### src/shared/cri_pkg.sv
package cri_pkg;

  // word indices; byte address is four times the index
  localparam logic [2:0] IDX_CONTROL     = 3'h0;
  localparam logic [2:0] IDX_MODE_STATUS = 3'h1;
  localparam logic [2:0] IDX_FLAGS       = 3'h4;
  localparam logic [2:0] IDX_ENABLES     = 3'h5;

  // control register fields
  localparam int BIT_INIT_REQ   = 0;
  localparam int BIT_WAKE_FN_EN = 2;
  // mode status register field
  localparam int BIT_INIT_ACK   = 0;

  // flag and enable register layout (shared)
  localparam int BIT_WAKE    = 7;
  localparam int BIT_CSC     = 6;
  localparam int BIT_RX_HI   = 5;
  localparam int BIT_RX_LO   = 4;
  localparam int BIT_TX_HI   = 3;
  localparam int BIT_TX_LO   = 2;
  localparam int BIT_OVERRUN = 1;
  localparam int BIT_RX_FULL = 0;

  // reset values
  localparam logic [7:0] RST_ENABLES = 8'h00;
  localparam logic [7:0] RST_CONTROL = 8'h00;

  // error counter thresholds
  localparam logic [8:0] LIM_WARN    = 9'h060;
  localparam logic [8:0] LIM_PASSIVE = 9'h07F;
  localparam logic [8:0] LIM_BUS_OFF = 9'h0FF;

  typedef enum logic [1:0] {
    ERR_OK      = 2'h0,
    ERR_WARN    = 2'h1,
    ERR_PASSIVE = 2'h2,
    ERR_BUS_OFF = 2'h3
  } cri_err_e;

  // sensitivity selections
  localparam logic [1:0] SENS_NONE    = 2'h0;
  localparam logic [1:0] SENS_BUS_OFF = 2'h1;
  localparam logic [1:0] SENS_PASSIVE = 2'h2;
  localparam logic [1:0] SENS_ALL     = 2'h3;

  typedef enum logic [1:0] {
    MODE_RUN      = 2'h0,
    MODE_ENTERING = 2'h1,
    MODE_INIT     = 2'h3,
    MODE_LEAVING  = 2'h2
  } cri_mode_e;

  typedef struct packed {
    logic wake;
    logic overrun;
    logic rx_full;
  } cri_evt_s;

  typedef struct packed {
    logic [8:0] tx_count;
    logic [7:0] rx_count;
  } cri_cnt_s;

  typedef struct packed {
    logic wake;
    logic error;
    logic receive;
  } cri_irq_s;

endpackage

### src/rtl/cri_state_enc.sv
`timescale 1ns/100ps
`default_nettype none
// maps an error counter onto the four-level bus state
module cri_state_enc (
  input  wire logic [8:0]      count,
  input  wire logic            bus_off,
  output cri_pkg::cri_err_e    state
);

  always_comb begin
    if (bus_off) begin
      state = cri_pkg::ERR_BUS_OFF;
    end else if (count <= cri_pkg::LIM_WARN) begin
      state = cri_pkg::ERR_OK;
    end else if (count <= cri_pkg::LIM_PASSIVE) begin
      state = cri_pkg::ERR_WARN;
    end else begin
      state = cri_pkg::ERR_PASSIVE;
    end
  end

endmodule // cri_state_enc
`default_nettype wire

### src/rtl/cri_receive_irq_enable.sv
// The Avalon-MM register port was left to the implementer.
`timescale 1ns/100ps
`default_nettype none
// Summary of operation
// - init mode holds enables at reset value
// - read anytime, write only outside init
// - sensitivity fields survive init mode
// - wake enable gates wake request
// - status-change enable gates error request
// - receiver sensitivity selects counted transitions
// - transmitter sensitivity selects counted transitions
// - reported states update only without pending flag
// - overrun enable gates error request
// - receive-full enable gates receiver request
// - transmitter leaving bus-off forces receiver OK
// - error state change selected by a sensitivity field sets status-change flag
// - receiver state encoding from counters
// - transmitter state encoding from counters
module cri_receive_irq_enable (
  input  wire logic               mclk,
  input  wire logic               rst_n,
  input  wire logic [4:0]         avs_address,
  input  wire logic               avs_read,
  input  wire logic               avs_write,
  input  wire logic [31:0]        avs_writedata,
  input  wire logic [3:0]         avs_byteenable,
  output logic [31:0]             avs_readdata,
  output logic                    avs_waitrequest,
  input  wire cri_pkg::cri_evt_s  events,
  input  wire cri_pkg::cri_cnt_s  counters,
  output cri_pkg::cri_irq_s       irq_lines,
  output logic                    irq,
  output logic                    init_mode_acknowledge,
  output logic                    wake_function_enable
);

  typedef struct packed {
    logic               busy;
    logic [31:0]        rdata;
    logic               init_mode_request;
    logic               wake_fn_en;
    cri_pkg::cri_mode_e mode;
    logic               wake_irq_enable;
    logic               status_change_irq_enable;
    logic [1:0]         receiver_sensitivity;
    logic [1:0]         transmitter_sensitivity;
    logic               overrun_irq_enable;
    logic               receive_full_irq_enable;
    logic               wake_flag;
    logic               status_change_flag;
    logic               overrun_flag;
    logic               receive_full_flag;
    cri_pkg::cri_err_e  receiver_state;
    cri_pkg::cri_err_e  transmitter_state;
    cri_pkg::cri_err_e  prev_rx;
    cri_pkg::cri_err_e  prev_tx;
  } cri_regs_s;

  cri_regs_s         s;
  cri_regs_s         next_s;
  cri_pkg::cri_err_e rx_enc;
  cri_pkg::cri_err_e tx_enc;
  logic              tx_bus_off;
  localparam logic [7:0] RST_EN = cri_pkg::RST_ENABLES;

  // receiver bus-off follows the transmit counter, not its own
  assign tx_bus_off = counters.tx_count > cri_pkg::LIM_BUS_OFF;

  cri_state_enc u_rx_enc (
    .count   ({1'b0, counters.rx_count}),
    .bus_off (tx_bus_off),
    .state   (rx_enc)
  );

  cri_state_enc u_tx_enc (
    .count   (counters.tx_count),
    .bus_off (tx_bus_off),
    .state   (tx_enc)
  );

  // true when a transition a->b is one the selection wants reported
  function automatic logic sens_hit(
    input logic [1:0]        sel,
    input cri_pkg::cri_err_e a,
    input cri_pkg::cri_err_e b
  );
    logic hit;
    hit = 1'b0;
    case (sel)
      cri_pkg::SENS_NONE: begin
        hit = 1'b0;
      end
      cri_pkg::SENS_BUS_OFF: begin
        hit = (a == cri_pkg::ERR_BUS_OFF) != (b == cri_pkg::ERR_BUS_OFF);
      end
      cri_pkg::SENS_PASSIVE: begin
        // passive and bus-off share the upper code bit
        hit = a[1] != b[1];
      end
      cri_pkg::SENS_ALL: begin
        hit = a != b;
      end
      default: begin
        hit = 1'b0;
      end
    endcase
    return hit;
  endfunction

  logic              req;
  logic              writable;
  logic              wr_now;
  logic              rd_first;
  logic [2:0]        idx;
  logic              word_ok;
  logic              lane0_wr;
  logic [7:0]        wbyte;
  logic [7:0]        flags_rd;
  logic [7:0]        enables_rd;
  cri_pkg::cri_err_e rx_now;
  logic              state_hit;
  logic              clr_wake;
  logic              clr_csc;
  logic              clr_ovr;
  logic              clr_rxf;

  assign req      = avs_read | avs_write;
  assign idx      = avs_address[4:2];
  assign word_ok  = avs_address[1:0] == 2'h0;
  assign writable = ~s.init_mode_request & (s.mode != cri_pkg::MODE_INIT);
  // a write acts only on the edge after its wait state, once waitrequest is low
  assign wr_now   = avs_write & s.busy & word_ok;
  assign rd_first = avs_read & ~s.busy;
  assign lane0_wr = wr_now & avs_byteenable[0];
  assign wbyte    = avs_writedata[7:0];

  // reported states, so software reads a frozen snapshot while flagged
  assign flags_rd = {s.wake_flag, s.status_change_flag,
                     s.receiver_state, s.transmitter_state,
                     s.overrun_flag, s.receive_full_flag};

  assign enables_rd = {s.wake_irq_enable, s.status_change_irq_enable,
                       s.receiver_sensitivity, s.transmitter_sensitivity,
                       s.overrun_irq_enable, s.receive_full_irq_enable};

  // bus-off exit of the transmitter drags the receiver straight to OK
  assign rx_now = (s.prev_tx == cri_pkg::ERR_BUS_OFF && tx_enc != cri_pkg::ERR_BUS_OFF)
                  ? cri_pkg::ERR_OK : rx_enc;

  // compared against last cycle's encoding, not the reported one
  assign state_hit = sens_hit(s.receiver_sensitivity, s.prev_rx, rx_now)
                   | sens_hit(s.transmitter_sensitivity, s.prev_tx, tx_enc);

  assign clr_wake = lane0_wr & (idx == cri_pkg::IDX_FLAGS) & wbyte[cri_pkg::BIT_WAKE];
  assign clr_csc  = lane0_wr & (idx == cri_pkg::IDX_FLAGS) & wbyte[cri_pkg::BIT_CSC];
  assign clr_ovr  = lane0_wr & (idx == cri_pkg::IDX_FLAGS) & wbyte[cri_pkg::BIT_OVERRUN];
  assign clr_rxf  = lane0_wr & (idx == cri_pkg::IDX_FLAGS) & wbyte[cri_pkg::BIT_RX_FULL];

  always_comb begin
    next_s = s;

    // one wait state per access; write lands on the released edge
    next_s.busy = req & ~s.busy;
    if (rd_first) begin
      next_s.rdata = 32'h0000_0000;
      if (word_ok) begin
        case (idx)
          cri_pkg::IDX_CONTROL: begin
            next_s.rdata[cri_pkg::BIT_INIT_REQ]   = s.init_mode_request;
            next_s.rdata[cri_pkg::BIT_WAKE_FN_EN] = s.wake_fn_en;
          end
          cri_pkg::IDX_MODE_STATUS: begin
            next_s.rdata[cri_pkg::BIT_INIT_ACK] = s.mode == cri_pkg::MODE_INIT;
          end
          cri_pkg::IDX_FLAGS: begin
            next_s.rdata[7:0] = flags_rd;
          end
          cri_pkg::IDX_ENABLES: begin
            next_s.rdata[7:0] = enables_rd;
          end
          default: begin
            next_s.rdata = 32'h0000_0000;
          end
        endcase
      end
    end

    if (lane0_wr && idx == cri_pkg::IDX_CONTROL) begin
      next_s.init_mode_request = wbyte[cri_pkg::BIT_INIT_REQ];
      next_s.wake_fn_en        = wbyte[cri_pkg::BIT_WAKE_FN_EN];
    end

    // acknowledge follows the request through a short handshake
    case (s.mode)
      cri_pkg::MODE_RUN: begin
        if (s.init_mode_request) begin
          next_s.mode = cri_pkg::MODE_ENTERING;
        end
      end
      cri_pkg::MODE_ENTERING: begin
        next_s.mode = cri_pkg::MODE_INIT;
      end
      cri_pkg::MODE_INIT: begin
        if (!s.init_mode_request) begin
          next_s.mode = cri_pkg::MODE_LEAVING;
        end
      end
      cri_pkg::MODE_LEAVING: begin
        next_s.mode = cri_pkg::MODE_RUN;
      end
      default: begin
        next_s.mode = cri_pkg::MODE_RUN;
      end
    endcase

    if (lane0_wr && idx == cri_pkg::IDX_ENABLES && writable) begin
      next_s.wake_irq_enable          = wbyte[cri_pkg::BIT_WAKE];
      next_s.status_change_irq_enable = wbyte[cri_pkg::BIT_CSC];
      next_s.receiver_sensitivity     = wbyte[cri_pkg::BIT_RX_HI:cri_pkg::BIT_RX_LO];
      next_s.transmitter_sensitivity  = wbyte[cri_pkg::BIT_TX_HI:cri_pkg::BIT_TX_LO];
      next_s.overrun_irq_enable       = wbyte[cri_pkg::BIT_OVERRUN];
      next_s.receive_full_irq_enable  = wbyte[cri_pkg::BIT_RX_FULL];
    end
    // sensitivity fields are left alone here on purpose
    // forced from the edge that raises acknowledge, so no stale cycle shows
    if (next_s.init_mode_request && (next_s.mode == cri_pkg::MODE_INIT)) begin
      next_s.wake_irq_enable          = RST_EN[cri_pkg::BIT_WAKE];
      next_s.status_change_irq_enable = RST_EN[cri_pkg::BIT_CSC];
      next_s.overrun_irq_enable       = RST_EN[cri_pkg::BIT_OVERRUN];
      next_s.receive_full_irq_enable  = RST_EN[cri_pkg::BIT_RX_FULL];
    end

    // set beats clear in the same cycle
    if (events.wake && s.wake_fn_en) begin
      next_s.wake_flag = 1'b1;
    end else if (clr_wake) begin
      next_s.wake_flag = 1'b0;
    end
    if (events.overrun) begin
      next_s.overrun_flag = 1'b1;
    end else if (clr_ovr) begin
      next_s.overrun_flag = 1'b0;
    end
    if (events.rx_full) begin
      next_s.receive_full_flag = 1'b1;
    end else if (clr_rxf) begin
      next_s.receive_full_flag = 1'b0;
    end
    if (state_hit) begin
      next_s.status_change_flag = 1'b1;
    end else if (clr_csc) begin
      next_s.status_change_flag = 1'b0;
    end

    next_s.prev_rx = rx_now;
    next_s.prev_tx = tx_enc;
    // a pending flag freezes what software sees
    if (!s.status_change_flag) begin
      next_s.receiver_state    = rx_now;
      next_s.transmitter_state = tx_enc;
    end
  end

  always_ff @(posedge mclk) begin
    if (!rst_n) begin
      s                          <= '0;
      s.mode                     <= cri_pkg::MODE_RUN;
      s.init_mode_request        <= cri_pkg::RST_CONTROL[cri_pkg::BIT_INIT_REQ];
      s.wake_fn_en               <= cri_pkg::RST_CONTROL[cri_pkg::BIT_WAKE_FN_EN];
      s.wake_irq_enable          <= RST_EN[cri_pkg::BIT_WAKE];
      s.status_change_irq_enable <= RST_EN[cri_pkg::BIT_CSC];
      s.receiver_sensitivity     <= RST_EN[cri_pkg::BIT_RX_HI:cri_pkg::BIT_RX_LO];
      s.transmitter_sensitivity  <= RST_EN[cri_pkg::BIT_TX_HI:cri_pkg::BIT_TX_LO];
      s.overrun_irq_enable       <= RST_EN[cri_pkg::BIT_OVERRUN];
      s.receive_full_irq_enable  <= RST_EN[cri_pkg::BIT_RX_FULL];
      s.receiver_state           <= cri_pkg::ERR_OK;
      s.transmitter_state        <= cri_pkg::ERR_OK;
      s.prev_rx                  <= cri_pkg::ERR_OK;
      s.prev_tx                  <= cri_pkg::ERR_OK;
    end else begin
      s <= next_s;
    end
  end

  assign avs_readdata    = s.rdata;
  assign avs_waitrequest = req & ~s.busy;

  // request lines only gate registered flags with registered enables
  always_comb begin
    irq_lines.wake    = s.wake_flag & s.wake_irq_enable;
    irq_lines.error   = (s.status_change_flag & s.status_change_irq_enable)
                      | (s.overrun_flag & s.overrun_irq_enable);
    irq_lines.receive = s.receive_full_flag & s.receive_full_irq_enable;
  end
  assign irq = irq_lines.wake | irq_lines.error | irq_lines.receive;

  // the wake enable alone does not arm wake-up; the control bit must too
  assign wake_function_enable  = s.wake_fn_en;
  assign init_mode_acknowledge = s.mode == cri_pkg::MODE_INIT;

endmodule // cri_receive_irq_enable
`default_nettype wire

### config.mk
export PLATFORM = sky130hd
export DESIGN_NAME = cri_receive_irq_enable
export DESIGN_NICKNAME = d
export VERILOG_FILES = /design/src/shared/cri_pkg.sv /design/src/rtl/cri_state_enc.sv /design/src/rtl/cri_receive_irq_enable.sv
export SDC_FILE = /design/constraint.sdc
export NUM_CORES = 1
export LEC_CHECK = 0
export ABC_AREA = 1
export BUFFER_PORTS_ARGS = -buffer_cell sky130_fd_sc_hd__buf_2
export CAP_MARGIN = 10
export CORE_AREA = 2 2 68 70
export CTS_BUF_LIST = sky130_fd_sc_hd__clkbuf_4 sky130_fd_sc_hd__clkbuf_8 sky130_fd_sc_hd__clkbuf_16
export CTS_CLUSTER_DIAMETER = 120
export DETAILED_ROUTE_END_ITERATION = 10
export DIE_AREA = 0 0 70 72
export PLACE_DENSITY_LB_ADDON = 0.08
export SKIP_LAST_GASP = 1
export SLEW_MARGIN = 20
export SYNTH_ARGS = -nofsm -noshare
export SYNTH_HDL_FRONTEND = slang
export SYNTH_SLANG_ARGS = --single-unit
export TNS_END_PERCENT = 5
### constraint.sdc
create_clock -name mclk -period 1.44 [get_ports mclk]
set_input_delay 0.144 -clock mclk [delete_from_list [all_inputs] [get_ports mclk]]
set_output_delay 0.144 -clock mclk [all_outputs]
set_load 0.1 [all_outputs]
### Word level (Yosys, flattened, before mapping)

Cells that the tools add are included.

* output and inout port bits: 39
* flip-flop bits (word level): 57
* input bits: 65
* logic and storage cells: 114

* reduce and logical (&&, ||, !) cells: 16
* bitwise logic cells: 23
* magnitude comparators: 5
* multiplexer cells: 26
* eq/ne operators: 25

Operators by type and width (count)
* $eq A2 B2 Y1 const B: 11
* $mux W2: 10
* $le A9 B7 Y1 const B: 2
* $le A8 B7 Y1 const B: 2
* $and A1 B1 Y1: 15
* $pmux W1 S4: 3
* $pmux W5 S2: 1
* $gt A9 B8 Y1 const B: 1
* $logic_not A2 Y1: 4
* $mux W1: 8
* $mux W8: 1
* $pmux W2 S4: 1
* $reduce_bool A2 Y1: 4
* $eq A2 B1 Y1 const B: 3
* $eq A3 B3 Y1 const B: 2
* $logic_and A1 B1 Y1: 6
* $or A1 B1 Y1: 5
* $ne A1 B1 Y1: 4
* $ne A2 B2 Y1: 2
* $ne A2 B2 Y1 const B: 2
* $eq A3 B1 Y1 const B: 1
* $logic_not A3 Y1: 1
* $not A1 Y1: 3
* $pmux W1 S3: 1
* other kinds (2): 2

### Depth between registers and ports, before layout

Gate-level depths: netlist of the first run.

* depth in word-level cells: 12
* depth in mapped cells: 15

### By module

From an unflattened synthesis of the first run, not the netlist that was laid out.

* cells, all modules: 296
* area, all modules: 1925.6 sq um

By module, submodules not included
* cri_receive_irq_enable: instances 1, area each 1818.0 sq um, cells each 270, sequential area each 660.6 sq um
* cri_state_enc: instances 2, area each 53.8 sq um, cells each 13, sequential area each 0.0 sq um

### Worst setup path after synthesis of the first run

Ideal clock, no wire load.

* path type: register -> output
* start point: register s, in the netlist flags_rd[6]
* end point: output port irq
* path buffers: 0
* arrival: 2.746 ns
* slack: -1.450 ns
* stages on the path, launching flop included: 5
* cell sequence: dfxtp_1 inv_1 o22ai_1 nor2_1 nand2_1

RTL lines
* from (decl): RTL line cri_receive_irq_enable.sv:59 `cri_regs_s s;`
* from (signal assigned): RTL line cri_receive_irq_enable.sv:281 `s <= next_s;`
* to (decl): RTL line cri_receive_irq_enable.sv:32 `output logic irq,`

### Final worst setup path of the first run

* start point: register s, in the netlist flags_rd[6]
* end point: output port irq

* longest elaborated chain between the ends: 4

RTL lines
* $and A1 B1 Y1: RTL line cri_receive_irq_enable.sv:291 `irq_lines.error = (s.status_change_flag & s.status_change_irq_enable)`
* $or A1 B1 Y1: RTL line cri_receive_irq_enable.sv:292 `| (s.overrun_flag & s.overrun_irq_enable);`
* $or A1 B1 Y1 (2 in series): RTL line cri_receive_irq_enable.sv:295 `assign irq = irq_lines.wake | irq_lines.error | irq_lines.receive;`

Every way passes these cells.

==> impl_metrics.toml, run 1 <==
[status]
status = "finished with violations"
violations = "negative setup slack"

[place]
dp_worst_setup_slack_ns = -0.00803
place.detailed.hpwl_mm = 3.14
gp_congestion = 0.766
postPlaceCellArea_sq_um = 2120
numPortBuffers = 52

[power]
power_density_nw_per_um2 = 970
total_leakage_power_uw = 0.00111
peakVddDrop_uv = 487

[synthesis]
yosysUniqueCellTypes = 30
async_reset_ff_share_pct = 0
syn_area_sq_um = 1850
syn_area_per_cell_sq_um = 7.03
synth_cells = 263
yosysWarnings = 0
synthTopCellsByArea = "dfxtp_1 (36%), buf_4 (13%), nand2_1 (13%)"
synth-main-ff-cell = "dfxtp_1"
ys_ff_latch = 33
seq_area_frac_synth_pct = 35.7
synth.top_cell.area_share_pct = 35.7
synth_top_cell_by_area = "dfxtp_1"
synth_edf_count = 0

[drt]
vias = 1666
drt-vias-per-instance = 4.50
ant_nets = 0
first_pass_iters = 4
wire_per_inst_um = 10.6
wl_mm = 3.93
post-route-drc-count = 0
dr.first_iter.drc_count = 61

[cells_and_area]
area_growth_syn_to_layout_pct = 21.0
finalNetCount = 384
design_area_sq_um = 2240
mostFrequentLayoutCells = "nand2_1 (60), buf_2 (49), dfxtp_1 (30)"
fillers = 445
utilization_pct = 52.5
antennaDiodeCount = 0
final_common_cell = "nand2_1"
drive_gt1_share_pct = 31.1

[clock_network]
htreeDepth = 2
cts_buffer_depth = 2
numClockSinks = 33
tritoncts = "done"
numCtsBuffers = 5
clk_pin_slew_worst_paths_ns = 0.07
cts-root-buf = "clkbuf_8"
insertion_delay_ns = 0.28

[floorplan]
die_area_sq_um = 5040
coreArea_sq_um = 4260
io_pins = 104
die_w_um = 70
num_rows = 24
initial_core_util_pct = 43.4
fp.dieH_um = 72

[global_routing]
grt_pass1_wl_mm = 6.44
grt_pass1_vias = 1510
antenna_found_initial = 0
met1_usage_pct = 21.6
use_met3_pct = 3.61
grt_max_degree = 16
grt_util_met2_pct = 25.8
track_usage_pct = 16.1
globalRouteOverflowTotal = 0
top_usage_layer = "met2"

[setup_path]
crit_path_top_delay_cell = "dfxtp_2"
criticalPathCategory = "reg -> out"
cp_cell_sequence = "inv_2, o22ai_4, nor2_2, nand2_4, buf_12"
worst_path_largest_cell_delay_ns = 0.38
start_kind = "flop"
arrival_ns = 1.30
cp.buffers_inverters = 2
critPathTopFamily = "flip-flops"
cp-end-kind = "output pin"
required_ns = 1.30
crit_fanout = 6

[sta]
hold_viol = 0
min_period_over_period_pct = 100
hold_ws_ns = 0.0745
maxSlewViolCount = 0
fin_skew_ns = 0.00521
setup_viol_count_final = 1
period_needed_ns = 1.44
rsz0062_at_grt = "yes"
worst_slack_ns = -0.00139
max_freq_ghz = 0.694

[min_path]
min_path_type = "in -> reg"

[job]
drv_cap = 0
[flip-flops by register name, summed over array words and instances, names as in the netlist]
register,cells
avs_readdata,8
wake_function_enable,1
s,8
enables_rd,8
flags_rd,8
[worst min-delay path: cells and delay by family]
family / cells / cell delay [ns]
buffers and inverters: 1 / 0.07
AND/OR/NAND/NOR: 1 / 0.07
AO/OA/AOI/OAI: 1 / 0.03
[report_power, final]
group | switching [uW] | internal [uW] | total [uW] | leakage [uW]
logic | 412 | 101 | 513 | 0.000787
clock network | 311 | 398 | 709 | 0.0000477
registers | 11.8 | 937 | 949 | 0.000270
[cell usage after synthesis (2+ instances only)]
library cell  count
a21oi_1          29
a21oi_2           2
buf_4            32
clkbuf_1          3
dfxtp_1          33
inv_1            31
inv_2             5
nand2_1          63
nand2_2           2
nand3_1          13
nor2_1           13
o21ai_0          13
o21ai_2           4
o22ai_1           4
[routing by layer]
metal  share of wire [%]  vias to the layer above
met5                   0                        -
met4                0.89                        0
met3                 5.4                        5
met2                  45                       47
met1                  49                      721
li1                    -                      893
[metrics by stage]
step / power (uW) / setup TNS (ns) / std cells
finish: 2170 / -0.00139 / 370
global route: 2260 / -0.433 / 370
CTS: 2190 / -0.00503 / 370
detailed placement: 1480 / -0.00803 / 361
global placement: 1470 / 0 / 361
floorplan: 1420 / -0.951 / 286
[path summary, 6_finish.rpt]
| check | from | end | slack [ns] | depth (start not counted) |
|---|---|---|---|---|
| max | flags_rd[6]$_SDFFE_PN0P_ | irq | -0.001 | 5 |
| min | events[0] | flags_rd[0]$_SDFFE_PN0P_ | 0.07 | 3 |
| max reg2reg | s[0]$_SDFF_PN0_ | flags_rd[6]$_SDFFE_PN0P_ | 0.01 | 15 |
| min reg2reg | s[20]$_SDFF_PN0_ | s[21]$_SDFF_PN0_ | 0.44 | 2 |
[cell families (layout without fill, tap and decap cells)]
family	Yosys count	after routing	synth area share [%]
other	1	24	0.203
buffers and inverters	73	105	21.8
adder cells (fa/ha/maj)	1	1	0.676
AND/OR/NAND/NOR	99	99	24.4
flip-flops	33	33	35.7
AO/OA/AOI/OAI	56	56	17.3
[area by class of cell]
| cell class | instances | area [sq um] | share of cell area (%) |
|---|---|---|---|
| clock buffer | 7 | 90.1 | 4.02 |
| timing repair buffer | 62 | 380 | 17.0 |
| multi-input combinational | 180 | 903 | 40.4 |
| sequential | 33 | 664 | 29.7 |
| tap | 52 | 65.1 | 2.91 |
| inverter | 36 | 135 | 6.04 |
[what timing repair did]
action,CTS,global route
hold endpoints to repair,0,0
pin swaps,1,3
setup endpoints to repair,2,5
gates resized for setup,1,5
hold buffers,0,0
setup buffers,2,0
Note: power is estimated with default switching activity, not from simulation.
==> run 2: changes to the inputs <==
--- a/config.mk
+++ b/config.mk
@@ -8,11 +8,11 @@
 export ABC_AREA = 1
 export BUFFER_PORTS_ARGS = -buffer_cell sky130_fd_sc_hd__buf_2
 export CAP_MARGIN = 10
-export CORE_AREA = 2 2 68 70
+export CORE_AREA = 2 2 65 73
 export CTS_BUF_LIST = sky130_fd_sc_hd__clkbuf_4 sky130_fd_sc_hd__clkbuf_8 sky130_fd_sc_hd__clkbuf_16
 export CTS_CLUSTER_DIAMETER = 120
 export DETAILED_ROUTE_END_ITERATION = 10
-export DIE_AREA = 0 0 70 72
+export DIE_AREA = 0 0 67 75
 export PLACE_DENSITY_LB_ADDON = 0.08
 export SKIP_LAST_GASP = 1
 export SLEW_MARGIN = 20
==> impl_metrics.toml, run 2 (synthesis results as in run 1) <==
[status]
status = "finished, final reports clean"

[clock_network]
insertion_delay_ns = 0.29
numClockSinks = 33
cts_buffer_depth = 2
numCtsBuffers = 5
htreeDepth = 2
cts-root-buf = "clkbuf_8"
tritoncts = "done"
cts-hold-fix-buffers = 0
clk_pin_slew_worst_paths_ns = 0.06

[global_routing]
globalRouteOverflowTotal = 0
grt_pass1_vias = 1445
grt_max_degree = 13
antenna_found_initial = 0
track_usage_pct = 17.0
grt_pass1_wl_mm = 6.33

[sta]
hold_viol = 0
rsz0062_at_grt = "yes"
period_needed_ns = 1.44
max_freq_ghz = 0.696
setup_viol_count_final = 0
min_period_over_period_pct = 99.8
worst_slack_ns = 0.00330
maxSlewViolCount = 0
fin_skew_ns = 0.00427

[drt]
wl_met1_mm = 1.81
ant_nets = 0
wl_mm = 4.06
top_layer = "met4"
first_pass_iters = 4
wl_met3_um = 245
met2WireLength_mm = 1.95
drt-vias-per-instance = 4.65
dr.first_iter.drc_count = 78
post-route-drc-count = 0
vias = 1731
wire_per_inst_um = 10.9

[cells_and_area]
finalNetCount = 384
design_area_sq_um = 2270
area_growth_syn_to_layout_pct = 22.8
final_common_cell = "nand2_1"
fillers = 450
utilization_pct = 53.4
antennaDiodeCount = 0
multi_input_area_sq_um = 931
seq_area_sq_um = 664
drive_gt1_share_pct = 32.4
instances_no_fill = 372
mostFrequentLayoutCells = "nand2_1 (58), buf_2 (49), dfxtp_1 (30)"

[setup_path]
cp-end-kind = "output pin"
required_ns = 1.30
criticalPathCategory = "reg -> out"
arrival_ns = 1.29
timing.rr.start = "s[1]$_SDFF_PN0_"
regToRegEndpoint = "flags_rd[6]$_SDFFE_PN0P_"
cp_cell_sequence = "inv_2, o22ai_4, buf_4, buf_12"
start_kind = "flop"
rrSetupSlack_ns = 0.06
ff2ff_path_depth = 15
crit_fanout = 6
crit_path_top_delay_cell = "dfxtp_2"
worst_path_largest_cell_delay_ns = 0.38

[power]
total_power_uw = 2190
power_density_nw_per_um2 = 962
total_leakage_power_uw = 0.00111
peakVddDrop_uv = 489

[floorplan]
num_rows = 25
io_pins = 104
die_w_um = 67
coreArea_sq_um = 4250
fp.dieH_um = 75
die_area_sq_um = 5030
initial_core_util_pct = 43.5

[min_path]
hold_end = "flags_rd[0]$_SDFFE_PN0P_"
hold_path_depth = 3
min_path_type = "in -> reg"
min-delay-start = "events[0]"

[place]
numPortBuffers = 52
place_inst = 363
place.detailed.hpwl_mm = 3.14
postPlaceCellArea_sq_um = 2130
dp_worst_setup_slack_ns = -0.0217
gp_congestion = 0.754

[job]
drv_cap = 0
## run 2: worst max path at each step
stage,endpoint,slack (ns),depth (start not counted),from
detailed placement,flags_rd[6]$_SDFFE_PN0P_,-0.02,15,s[1]$_SDFF_PN0_
CTS,flags_rd[6]$_SDFFE_PN0P_,-0.01,15,s[1]$_SDFF_PN0_
finish,irq_lines[1],0.003,4,flags_rd[6]$_SDFFE_PN0P_
global placement,flags_rd[6]$_SDFFE_PN0P_,0.003,15,s[1]$_SDFF_PN0_
global route,flags_rd[6]$_SDFFE_PN0P_,-0.05,15,s[1]$_SDFF_PN0_
floorplan,enables_rd[0]$_SDFFE_PP0P_,-0.11,7,s[20]$_SDFF_PN0_
## run 2: repair_timing
| item | in CTS | in global routing |
|---|---|---|
| gates resized for setup | 1 | 13 |
| pin swaps | 1 | 5 |
| setup endpoints to repair | 2 | 8 |
| buffers inserted | 1 | 1 |
| hold endpoints to repair | 0 | 0 |
## run 2: area by class of cell
class / count / share of cell area, %
multi-input combinational: 180 / 41.0
sequential: 33 / 29.3
timing repair buffer: 62 / 16.7
inverter: 36 / 6.06
clock buffer: 7 / 3.97
tap: 54 / 2.98
## run 2: critical path: cells and delay by family, from the launching register on
kind / cells / cell delay (ns)
buffers and inverters: 3 / 0.42
flip-flops: 1 / 0.38
AO/OA/AOI/OAI: 1 / 0.20
## run 2: power by group
group	internal [uW]	total, uW	switching [uW]
logic	101	519	418
registers	937	950	12.4
clock network	398	717	320
## run 2: routing by layer
layer	track usage, %	up-vias
met5	0	-
met1	21.0	783
met3	5.38	7
met4	5.44	0
li1	-	889
met2	28.2	52
## run 2: stage by stage
step,setup TNS (ns),hold slack [ns]
floorplan,-0.951,0.261
global placement,0,0.352
detailed placement,-0.0217,0.357
CTS,-0.0120,0.0593
global route,-0.223,0.0762
finish,0,0.0639
==> run 3: changes to the inputs <==
--- a/config.mk
+++ b/config.mk
@@ -9,13 +9,12 @@
 export BUFFER_PORTS_ARGS = -buffer_cell sky130_fd_sc_hd__buf_2
 export CAP_MARGIN = 10
 export CORE_AREA = 2 2 65 73
-export CTS_BUF_LIST = sky130_fd_sc_hd__clkbuf_4 sky130_fd_sc_hd__clkbuf_8 sky130_fd_sc_hd__clkbuf_16
 export CTS_CLUSTER_DIAMETER = 120
 export DETAILED_ROUTE_END_ITERATION = 10
 export DIE_AREA = 0 0 67 75
 export PLACE_DENSITY_LB_ADDON = 0.08
 export SKIP_LAST_GASP = 1
-export SLEW_MARGIN = 20
+export SLEW_MARGIN = 10
 export SYNTH_ARGS = -nofsm -noshare
 export SYNTH_HDL_FRONTEND = slang
 export SYNTH_SLANG_ARGS = --single-unit
==> constraint.sdc (replaced) <==
create_clock -name mclk -period 1.44 [get_ports mclk]
set_input_delay 0.144 -clock mclk [delete_from_list [all_inputs] [get_ports mclk]]
set_output_delay 0.144 -clock mclk [all_outputs]
set_load 0.005 [all_outputs]
==> impl_metrics.toml, run 3 (synthesis results as in run 1) <==
[status]
status = "finished, final reports clean"

[sta]
setup_viol_count_final = 0
hold_ws_ns = 0.0644
max_freq_ghz = 0.706
hold_viol = 0
rsz0062_at_grt = "yes"
min_period_over_period_pct = 98.3
maxSlewViolCount = 0
period_needed_ns = 1.42
fin_skew_ns = 0.00577

[global_routing]
grt_pass1_wl_mm = 6.41
globalRouteOverflowTotal = 0
grt_max_degree = 13
antenna_found_initial = 0
track_usage_pct = 17.1
grt_pass1_vias = 1461

[setup_path]
cp-end-kind = "flop"
arrival_ns = 1.60
criticalPathCategory = "reg -> reg"
start_kind = "flop"
crit_fanout = 3
required_ns = 1.62

[place]
numPortBuffers = 52
gp_congestion = 0.821
place_inst = 367
postPlaceCellArea_sq_um = 2090
place.detailed.hpwl_mm = 3.10

[clock_network]
cts_buffer_depth = 2
numClockSinks = 33
cts-hold-fix-buffers = 0
postCtsSetupBuffers = 0
tritoncts = "done"
insertion_delay_ns = 0.29
clk_pin_slew_worst_paths_ns = 0.07
cts-root-buf = "clkbuf_8"
numCtsBuffers = 5
htreeDepth = 2

[cells_and_area]
area_growth_syn_to_layout_pct = 18.8
design_area_sq_um = 2200
drive_gt1_share_pct = 30.9
finalNetCount = 386
antennaDiodeCount = 0
final_common_cell = "nand2_1"
mostFrequentLayoutCells = "nand2_1 (60), buf_2 (52), dfxtp_1 (31)"
fillers = 439
instances_no_fill = 374

[floorplan]
io_pins = 104
coreArea_sq_um = 4250
die_w_um = 67
fp.dieH_um = 75
num_rows = 25
initial_core_util_pct = 43.5
die_area_sq_um = 5030

[drt]
post-route-drc-count = 0
wire_per_inst_um = 10.6
wl_mm = 3.98
dr.first_iter.drc_count = 66
ant_nets = 0
vias = 1679
first_pass_iters = 4
drt-vias-per-instance = 4.49

[job]
drv_cap = 0

[min_path]
min_path_type = "in -> reg"

[power]
power_density_nw_per_um2 = 855
peakVddDrop_uv = 466
total_leakage_power_uw = 0.00110
## run 3: timing repair
action | 4_1_cts | 5_1_grt
gates resized for setup | 2 | 8
endpoints found under the setup margin | 3 | 7
pin swaps | 0 | 4
## run 3: critical path, stage by stage (launching register included)
cell and delay (ns):
dfxtp_1 0.31, nand2_1 0.06, inv_1 0.04, ha_2 0.16
inv_2 0.07, nand2_2 0.05, nor2_2 0.11, nand2_2 0.07
nand2_2 0.06, nand2_1 0.05, nand3_1 0.07, nand2_1 0.05
nand2_1 0.07, nand3_1 0.06, nand2_1 0.06, inv_1 0.03
## run 3: path summary, 6_finish.rpt
check | depth (start not counted) | slack, ns | from | endpoint
setup reg to reg | 15 | 0.02 | s[1]$_SDFF_PN0_ | flags_rd[6]$_SDFFE_PN0P_
setup / recovery | 15 | 0.02 | s[1]$_SDFF_PN0_ | flags_rd[6]$_SDFFE_PN0P_
hold / removal | 3 | 0.06 | events[0] | flags_rd[0]$_SDFFE_PN0P_
hold reg to reg | 2 | 0.44 | s[20]$_SDFF_PN0_ | s[21]$_SDFF_PN0_
## run 3: cell type report
cell class	count	area (sq um)	share of cell area, %
inverter	36	135	6.15
timing repair buffer	64	350	15.9
sequential	33	663	30.2
clock buffer	7	86.3	3.93
multi-input combinational	180	895	40.7
tap	54	67.6	3.08
## run 3: per-stage QoR
stage	util (%)	setup TNS [ns]	setup WS (ns)	power (uW)
floorplan	-	0	0.135	1130
global placement	49.0	0	0.0220	1190
detailed placement	49.0	0	0.00970	1190
CTS	51.2	-0.00636	-0.00636	1890
global route	51.6	-0.148	-0.0938	1960
finish	51.6	0	0.0241	1880
## run 3: metal layers
layer | vias to the layer above | share of wire, % | GRT usage (%)
met5 | - | 0 | 0
met4 | 0 | 1.5 | 6.12
met3 | 6 | 5.8 | 5.08
met2 | 54 | 45 | 27.0
met1 | 727 | 47 | 22.3
li1 | 892 | - | -
## run 3: report_power, final
part	internal [uW]	total, uW	switching, uW
sequential	937	949	11.9
clock	379	705	326
combinational	94.6	225	131
total	1410	1880	468
